File: config.mk
export PLATFORM = sky130hd
export DESIGN_NAME = pmc_regs
export DESIGN_NICKNAME = d
export VERILOG_FILES = /design/src/hdl/pmc_pkg.sv /design/src/hdl/pmc_regs.sv
export SDC_FILE = /design/constraint.sdc
export NUM_CORES = 1
export LEC_CHECK = 0
export ABC_AREA = 1
export BUFFER_PORTS_ARGS = -buffer_cell sky130_fd_sc_hd__buf_2
export CORE_UTILIZATION = 45
export DETAILED_ROUTE_END_ITERATION = 16
export PLACE_DENSITY = 0.73
export SLEW_MARGIN = 20
export SYNTH_ARGS = -nofsm -noshare
export SYNTH_HDL_FRONTEND = slang
export SYNTH_SLANG_ARGS = --single-unit
File: constraint.sdc
create_clock -name MCLK_I -period 3.4 [get_ports MCLK_I]
set_clock_uncertainty 0.2 [all_clocks]
set_input_delay 0.17 -clock MCLK_I [delete_from_list [all_inputs] [get_ports MCLK_I]]
set_output_delay 0.17 -clock MCLK_I [all_outputs]
set_load 0.005 [all_outputs]
File: src/hdl/pmc_pkg.sv
// Purpose: shared constants for the enable and supervisor configuration register bank
// Assumes: 100 MHz clock, 8-bit register port
// Notes: offsets are byte subaddresses of the register port
package pmc_pkg;

  // register subaddresses
  localparam logic [7:0] ADDR_KEY = 8'h10;
  localparam logic [7:0] ADDR_ENABLE = 8'h12;
  localparam logic [7:0] ADDR_CONFIG = 8'h13;

  // values after reset
  localparam logic [7:0] KEY_READ_VALUE = 8'h00;
  localparam logic [6:0] ENABLE_RESET = 7'h00;
  localparam logic [7:0] CONFIG_RESET = 8'h48;

  // unlock key value, arbitrary
  localparam logic [7:0] UNLOCK_KEY_DEFAULT = 8'h5a;

  // output_enable_control field positions
  localparam int EN_LINREG = 0;
  localparam int EN_SW_ONE = 1;
  localparam int EN_SW_TWO = 2;
  localparam int EN_SW_THREE = 3;
  localparam int EN_OUT_ONE = 4;
  localparam int EN_OUT_TWO = 5;
  localparam int EN_OUT_THREE = 6;

  // supervisor_io_config field positions
  localparam int CFG_UV_LO = 0;
  localparam int CFG_TIGHT = 2;
  localparam int CFG_POWER_GOOD_DELAY_SEL_LO = 3;
  localparam int CFG_ROUTE = 5;
  localparam int CFG_BUF = 6;
  localparam int CFG_BUTTON_TIME = 7;

  // timing
  localparam int CLK_PERIOD_NS = 10;
  localparam int MS_NS = 1000000;
  localparam int MS_CYCLES = (MS_NS + CLK_PERIOD_NS - 1) / CLK_PERIOD_NS;
  localparam int PG_DELAY0_MS = 10;
  localparam int PG_DELAY1_MS = 20;
  localparam int PG_DELAY2_MS = 50;
  localparam int PG_DELAY3_MS = 150;
  localparam int MS_PER_S = 1000;
  localparam int BUTTON_SHORT_S = 8;
  localparam int BUTTON_LONG_S = 15;
  localparam int BUTTON_SHORT_MS = BUTTON_SHORT_S * MS_PER_S;
  localparam int BUTTON_LONG_MS = BUTTON_LONG_S * MS_PER_S;

endpackage

File: src/hdl/pmc_regs.sv
// Purpose: enable and supervisor configuration register bank with pin control
// Assumes: inputs synchronous to MCLK_I, sequencer requests are one-cycle strobes
// Notes: read data stand only in the cycle after the read strobe
//
// What this block does
// - enable bit 6 zero pulls third output low, one releases it
// - warm-reset pin enable high makes third output bit have no pin effect
// - enable bit 5 zero pulls second output low, one releases it in open-drain mode and drives it high in push-pull mode
// - enable bit 4 zero pulls first output low, one releases it
// - route select high makes enable bits 4 and 5 have no effect
// - enable bits 3..0 switch load switches three..one and regulator on
// - sequencer updates switch one and regulator enables, overriding software
// - configuration register resets to 0x48
// - config bit 7 picks button reset hold 8 s or 15 s
// - config bit 6 picks second output open-drain or push-pull
// - config bit 5 turns first pin into input steering second output
// - config bits 4-3 delay power-good rise 10/20/50/150 ms only
// - config bit 2 selects tight supervision with over-voltage check
// - reading unlock key register always returns zero
`timescale 1ns/10ps
module pmc_regs #(
  parameter int MS_CYCLES = pmc_pkg::MS_CYCLES,
  parameter logic [7:0] UNLOCK_KEY = pmc_pkg::UNLOCK_KEY_DEFAULT
) (
  input wire logic MCLK_I,
  input wire logic SRST_I,
  input wire logic [7:0] ADDR_I,
  input wire logic [7:0] WDATA_I,
  input wire logic WR_I,
  input wire logic RD_I,
  output logic [7:0] RDATA_O,
  input wire logic WARM_RESET_PIN_ENABLE_I,
  input wire logic SEQ_SWITCH_ONE_WR_I,
  input wire logic SEQ_SWITCH_ONE_VAL_I,
  input wire logic SEQ_REGULATOR_WR_I,
  input wire logic SEQ_REGULATOR_VAL_I,
  input wire logic POWER_GOOD_RAW_I,
  input wire logic BUTTON_N_I,
  input wire logic FIRST_GENERAL_IO_I,
  output logic FIRST_GENERAL_IO_O,
  output logic FIRST_GENERAL_IO_OE_O,
  output logic SECOND_GENERAL_OUTPUT_O,
  output logic SECOND_GENERAL_OUTPUT_OE_O,
  output logic THIRD_GENERAL_OUTPUT_O,
  output logic THIRD_GENERAL_OUTPUT_OE_O,
  output logic LOAD_SWITCH_ONE_ON_O,
  output logic LOAD_SWITCH_TWO_ON_O,
  output logic LOAD_SWITCH_THREE_ON_O,
  output logic LINEAR_REGULATOR_ON_O,
  output logic POWER_GOOD_O,
  output logic BUTTON_RESET_O,
  output logic BUTTON_LONG_HOLD_O,
  output logic TIGHT_SUPERVISION_O,
  output logic [1:0] UNDERVOLTAGE_SEL_O,
  output logic UNLOCKED_O
);

  localparam int TW = $clog2(MS_CYCLES + 1);

  typedef struct packed {
    logic armed;
    logic [6:0] enable;
    logic [7:0] config_r;
    logic [7:0] rdata;
    logic [TW-1:0] tick_cnt;
    logic tick;
    logic [7:0] pg_cnt;
    logic pg;
    logic [13:0] button_cnt;
    logic button_rst;
    logic io1_o;
    logic io1_oe;
    logic out2_o;
    logic out2_oe;
    logic out3_o;
    logic out3_oe;
  } pmc_state_t;

  pmc_state_t st;
  pmc_state_t next_st;

  // power-good delay in ms ticks for the selected code
  function automatic logic [7:0] pg_target(input logic [1:0] sel);
    logic [7:0] t;
    t = 8'(pmc_pkg::PG_DELAY0_MS);
    unique case (sel)
      2'h0: t = 8'(pmc_pkg::PG_DELAY0_MS);
      2'h1: t = 8'(pmc_pkg::PG_DELAY1_MS);
      2'h2: t = 8'(pmc_pkg::PG_DELAY2_MS);
      2'h3: t = 8'(pmc_pkg::PG_DELAY3_MS);
    endcase
    return t;
  endfunction

  // next state of the whole block
  always_comb begin
    logic wr_enable;
    logic wr_config;
    logic [7:0] pg_tgt;
    logic [13:0] button_tgt;
    logic [6:0] en;
    logic [7:0] cfg;
    wr_enable = 1'b0;
    wr_config = 1'b0;
    pg_tgt = 8'h00;
    button_tgt = 14'h0000;
    en = 7'h00;
    cfg = 8'h00;
    next_st = st;

    // unlock handling: a correct key write arms only the next write, whatever its address
    wr_enable = WR_I && (ADDR_I == pmc_pkg::ADDR_ENABLE) && st.armed;
    wr_config = WR_I && (ADDR_I == pmc_pkg::ADDR_CONFIG) && st.armed;
    if (WR_I) begin
      next_st.armed = (ADDR_I == pmc_pkg::ADDR_KEY) && (WDATA_I == UNLOCK_KEY);
    end

    // software writes, bit 7 of the enable register is dropped
    if (wr_enable) begin
      next_st.enable = WDATA_I[6:0];
    end
    if (wr_config) begin
      next_st.config_r = WDATA_I;
    end

    // sequencer wins over a software write in the same cycle
    if (SEQ_SWITCH_ONE_WR_I) begin
      next_st.enable[pmc_pkg::EN_SW_ONE] = SEQ_SWITCH_ONE_VAL_I;
    end
    if (SEQ_REGULATOR_WR_I) begin
      next_st.enable[pmc_pkg::EN_LINREG] = SEQ_REGULATOR_VAL_I;
    end

    // read data for one cycle only, from the state before this cycle's write
    next_st.rdata = 8'h00;
    if (RD_I) begin
      unique case (ADDR_I)
        pmc_pkg::ADDR_KEY: next_st.rdata = pmc_pkg::KEY_READ_VALUE;
        pmc_pkg::ADDR_ENABLE: next_st.rdata = {1'b0, st.enable};
        pmc_pkg::ADDR_CONFIG: next_st.rdata = st.config_r;
        default: next_st.rdata = 8'h00;
      endcase
    end

    // millisecond enable pulse
    next_st.tick = 1'b0;
    if (st.tick_cnt == TW'(MS_CYCLES - 1)) begin
      next_st.tick_cnt = '0;
      next_st.tick = 1'b1;
    end else begin
      next_st.tick_cnt = st.tick_cnt + TW'(1);
    end

    // power-good: delayed rise, immediate fall
    pg_tgt = pg_target(st.config_r[pmc_pkg::CFG_POWER_GOOD_DELAY_SEL_LO +: 2]);
    if (!POWER_GOOD_RAW_I) begin
      next_st.pg = 1'b0;
      next_st.pg_cnt = 8'h00;
    end else if (st.tick && !st.pg) begin
      if (st.pg_cnt >= pg_tgt - 8'h01) begin
        next_st.pg = 1'b1;
      end else begin
        next_st.pg_cnt = st.pg_cnt + 8'h01;
      end
    end

    // push-button hold timer, active low button
    if (st.config_r[pmc_pkg::CFG_BUTTON_TIME]) begin
      button_tgt = 14'(pmc_pkg::BUTTON_LONG_MS);
    end else begin
      button_tgt = 14'(pmc_pkg::BUTTON_SHORT_MS);
    end
    if (BUTTON_N_I) begin
      next_st.button_rst = 1'b0;
      next_st.button_cnt = 14'h0000;
    end else if (st.tick && !st.button_rst) begin
      if (st.button_cnt >= button_tgt - 14'h0001) begin
        next_st.button_rst = 1'b1;
      end else begin
        next_st.button_cnt = st.button_cnt + 14'h0001;
      end
    end

    // pin control from the current register contents
    en = st.enable;
    cfg = st.config_r;
    next_st.io1_o = 1'b0;
    next_st.io1_oe = 1'b0;
    next_st.out2_o = 1'b0;
    next_st.out2_oe = 1'b0;
    if (cfg[pmc_pkg::CFG_ROUTE]) begin
      // first pin is an input whose level drives the second output
      next_st.io1_oe = 1'b0;
      if (cfg[pmc_pkg::CFG_BUF]) begin
        next_st.out2_o = FIRST_GENERAL_IO_I;
        next_st.out2_oe = 1'b1;
      end else begin
        next_st.out2_oe = !FIRST_GENERAL_IO_I;
      end
    end else begin
      next_st.io1_oe = !en[pmc_pkg::EN_OUT_ONE];
      if (cfg[pmc_pkg::CFG_BUF]) begin
        next_st.out2_o = en[pmc_pkg::EN_OUT_TWO];
        next_st.out2_oe = 1'b1;
      end else begin
        next_st.out2_oe = !en[pmc_pkg::EN_OUT_TWO];
      end
    end
    // third output is released while the pin serves as warm-reset input
    next_st.out3_o = 1'b0;
    if (WARM_RESET_PIN_ENABLE_I) begin
      next_st.out3_oe = 1'b0;
    end else begin
      next_st.out3_oe = !en[pmc_pkg::EN_OUT_THREE];
    end

    // synchronous reset
    if (SRST_I) begin
      next_st = '0;
      next_st.enable = pmc_pkg::ENABLE_RESET;
      next_st.config_r = pmc_pkg::CONFIG_RESET;
    end
  end

  // state register
  always_ff @(posedge MCLK_I) begin
    st <= next_st;
  end

  // outputs straight from the state flops
  assign RDATA_O = st.rdata;
  assign FIRST_GENERAL_IO_O = st.io1_o;
  assign FIRST_GENERAL_IO_OE_O = st.io1_oe;
  assign SECOND_GENERAL_OUTPUT_O = st.out2_o;
  assign SECOND_GENERAL_OUTPUT_OE_O = st.out2_oe;
  assign THIRD_GENERAL_OUTPUT_O = st.out3_o;
  assign THIRD_GENERAL_OUTPUT_OE_O = st.out3_oe;
  assign LOAD_SWITCH_ONE_ON_O = st.enable[pmc_pkg::EN_SW_ONE];
  assign LOAD_SWITCH_TWO_ON_O = st.enable[pmc_pkg::EN_SW_TWO];
  assign LOAD_SWITCH_THREE_ON_O = st.enable[pmc_pkg::EN_SW_THREE];
  assign LINEAR_REGULATOR_ON_O = st.enable[pmc_pkg::EN_LINREG];
  assign POWER_GOOD_O = st.pg;
  assign BUTTON_RESET_O = st.button_rst;
  assign BUTTON_LONG_HOLD_O = st.config_r[pmc_pkg::CFG_BUTTON_TIME];
  assign TIGHT_SUPERVISION_O = st.config_r[pmc_pkg::CFG_TIGHT];
  assign UNDERVOLTAGE_SEL_O = st.config_r[pmc_pkg::CFG_UV_LO +: 2];
  assign UNLOCKED_O = st.armed;

endmodule

==> reports/summary.txt <==
status: completed
largest net degree at the start of global routing: 23
most used cell, CP: nand2_1
CTS resizes: 0
Syn Inst Count: 538
hold bufs inserted after CTS: 20
clock tree buffer depth: 2
GR Util All Layers: 20.57%
post-synthesis sequential area ratio: 37.12%
leakage power: 0.001999 uW
CTS tree: yes
Switching Share: 25.06%
# port buffers: 50
logic depth of the worst setup path including buffers: 10
worst path required time: 3.46 ns
CP delay by family, top: buffers and inverters
DR vias: 3483
Clk Latency, worst-skew pair: 0.35 ns
ANT cells: 0
Tightest Pin Transition: 0.7106 ns
Die X: 93.59 um
root buffer cell: clkbuf_8
Worst path slowest cell: dlygate4sd3_1
clock group share of total power: 39.5%
number of global-route vias before repair: 3248
Slew Limit Headroom: 52.45%
critical path type: input pin to flop
DP Wirelength: 5885 um
Critical Path Source: WR_I
Starting Density: 46.17%
Hold Crit Depth: 4
crit-path cells: dlygate4sd3_1 -> buf_2 -> nand2_1 -> inv_1 -> nand3_1 -> a21oi_1 -> nand2_1 -> nand2_1 -> dlygate4sd3_1 -> inv_1
Detail Route Antenna Nets: 0
GP Congestion: 0.8363
Hold WC Path Type: input pin to flop
Synth warnings: 0
Power Dens Cells: 343.9 mW/mm^2
fin nets: 643
Slew Limit Fails: 0
drt wl/cell: 11.68 um
commonest non-fill, non-tap cell in the layout: nand2_1
final period utilization: 71.63%
crit path capture type: flop
RR Endpoint: st[22]
critical path endpoint: LINEAR_REGULATOR_ON_O
Synth cell types: 36
RSZ-0062 raised after global routing: false
peak supply drop: 0.2072 mV
Critical Path Start Type: input pin
setup_tns: 0 ns
clock sink count: 70
Netlist Area Pre-Place: 0.003775 mm^2
Setup Fix Bufs, Post-CTS: 0
fmax: 410.6 MHz
Int Pwr: 1129 uW
filler instances: 770
antenna violations before repair: 0
global route overflow: 0
drt pass-1 iters: 5
max cap viols: 0
Remaining DRCs: 0
height of the die: 93.59 um
Arr. time, crit path: 2.49 ns
post-route cell area: 0.004380 mm^2
Logic pwr share: 5.4%
post-synthesis register bit count: 70
Detailed Route Iter0 Violations: 120
Mean Syn Cell Area: 7.016 um^2
WP buf/inv: 5
P&R area growth vs syn: 16.04%
WL final: 8283 um
global-route wire length before repair: 14120 um
most frequent cells in the layout: nand2_1, inv_1, dfxtp_1, nor2_1, buf_2
final setup violating endpoints: 0
area post-placement: 0.004005 mm^2
Crit Path Max Fanout: 12
R2R depth: 8
vias per cell: 4.913
asr flop ratio synth: 0%
FP Rows: 33
Worst-path clk slew: 0.08 ns
core area: 0.008175 mm^2
Place WS: 1.035 ns
slack of the critical path: 0.9646 ns
# H-tree levels: 3
Sequential Power Share: 55.1%
io pins: 53
minimum clock period: 2.435 ns
CP max stage delay: 0.55 ns
Die Footprint: 0.008759 mm^2
share of post-route cells with drive strength above 1: 15.40%
minimum setup slack among reg-to-reg paths: 1.03 ns
Net Switching: 377.6 uW
Hold Vio Cnt, Final: 0
CTS buffer count: 9
Synth Flop Type: dfxtp_1
EDFF count, synth: 0
R2R Path Start: st[60]
metal layers:
layer / vias to the layer above / part of all wire [%] / global-route usage (%)
li1: 1834 / - / -
met1: 1570 / 46 / 24.08
met2: 67 / 49 / 35.29
met3: 12 / 3.9 / 6.098
met4: 0 / 1.6 / 7.692
met5: - / 0 / 0
tightest hold or removal path, stage by stage:
cell	delay, ns
buf_2	0.09
nor2_1	0.15
nand2_1	0.11
nor2_1	0.03
through the flow:
step	util (%)	power, uW	std cells	hold WS, ns
floorplan	-	882.1	539	0.04108
global placement	48.99	910.2	673	0.1281
detailed placement	48.99	911.7	673	0.1356
CTS	53.58	1529	709	0.03673
global route	53.58	1582	709	0.05998
finish	53.58	1507	709	0.05146
Yosys cell counts (4+ instances only):
library cell | n | area share [%]
nand2_2 | 5 | 0.83
nand2_1 | 126 | 13
nand4_1 | 29 | 4.8
buf_2 | 4 | 0.53
o21ai_0 | 9 | 1.2
nor2_1 | 66 | 6.6
nor3_1 | 11 | 1.5
nand3_1 | 28 | 3.7
xor2_1 | 14 | 3.2
ha_1 | 16 | 5.3
dfxtp_1 | 70 | 37
inv_1 | 71 | 7.1
nor2_2 | 5 | 0.83
buf_4 | 14 | 2.8
a21oi_1 | 38 | 5.0
final cells by class:
class                   count  area [um^2]  area share (%)
repair buffers             71        457.9           10.45
flip-flops and latches     70         1401           31.99
inverters                  75        284.0           6.484
clock buffers               9        123.9           2.828
clock inverters             7        51.30           1.171
well taps                 105        131.4           2.999
multi-input cells         372         1931           44.07
sequential cells by signal (all words and copies together) (netlist names):
register	flops
st	47
RDATA_O	8
UNDERVOLTAGE_SEL_O	2
BUTTON_LONG_HOLD_O	1
BUTTON_RESET_O	1
FIRST_GENERAL_IO_OE_O	1
LINEAR_REGULATOR_ON_O	1
LOAD_SWITCH_ONE_ON_O	1
LOAD_SWITCH_THREE_ON_O	1
LOAD_SWITCH_TWO_ON_O	1
POWER_GOOD_O	1
SECOND_GENERAL_OUTPUT_O	1
SECOND_GENERAL_OUTPUT_OE_O	1
THIRD_GENERAL_OUTPUT_OE_O	1
TIGHT_SUPERVISION_O	1
UNLOCKED_O	1
logic make-up after synthesis:
group                    share of synthesized area (%)
XOR/XNOR                                         3.712
AO/OA/AOI/OAI                                    7.126
adder cells (fa/ha/maj)                          5.303
other                                           0.1989
buffers and inverters                            11.83
flip-flops                                       37.12
AND/OR/NAND/NOR                                  34.70
power groups by stage:
stage	Sequential [uW]	Combinational (uW)	Clock, uW
6_report	829	81.7	595
5_1_grt	830	89.9	662
4_1_cts	829	80.7	619
3_5_place_dp	849	63.1	0
3_3_place_gp	849	61.7	0
2_1_floorplan	848	33.7	0
worst min-delay path by stage:
| stage | start | end | slack [ns] |
|---|---|---|---|
| after global placement | WARM_RESET_PIN_ENABLE_I | THIRD_GENERAL_OUTPUT_OE_O | 0.13 |
| after global routing | BUTTON_N_I | st[13] | 0.06 |
| after detailed placement | WARM_RESET_PIN_ENABLE_I | THIRD_GENERAL_OUTPUT_OE_O | 0.14 |
| after floorplan | WARM_RESET_PIN_ENABLE_I | THIRD_GENERAL_OUTPUT_OE_O | 0.04 |
| after CTS | BUTTON_N_I | st[13] | 0.04 |
| final | BUTTON_N_I | st[20] | 0.05 |
Note: power is estimated with default switching activity, not from simulation.
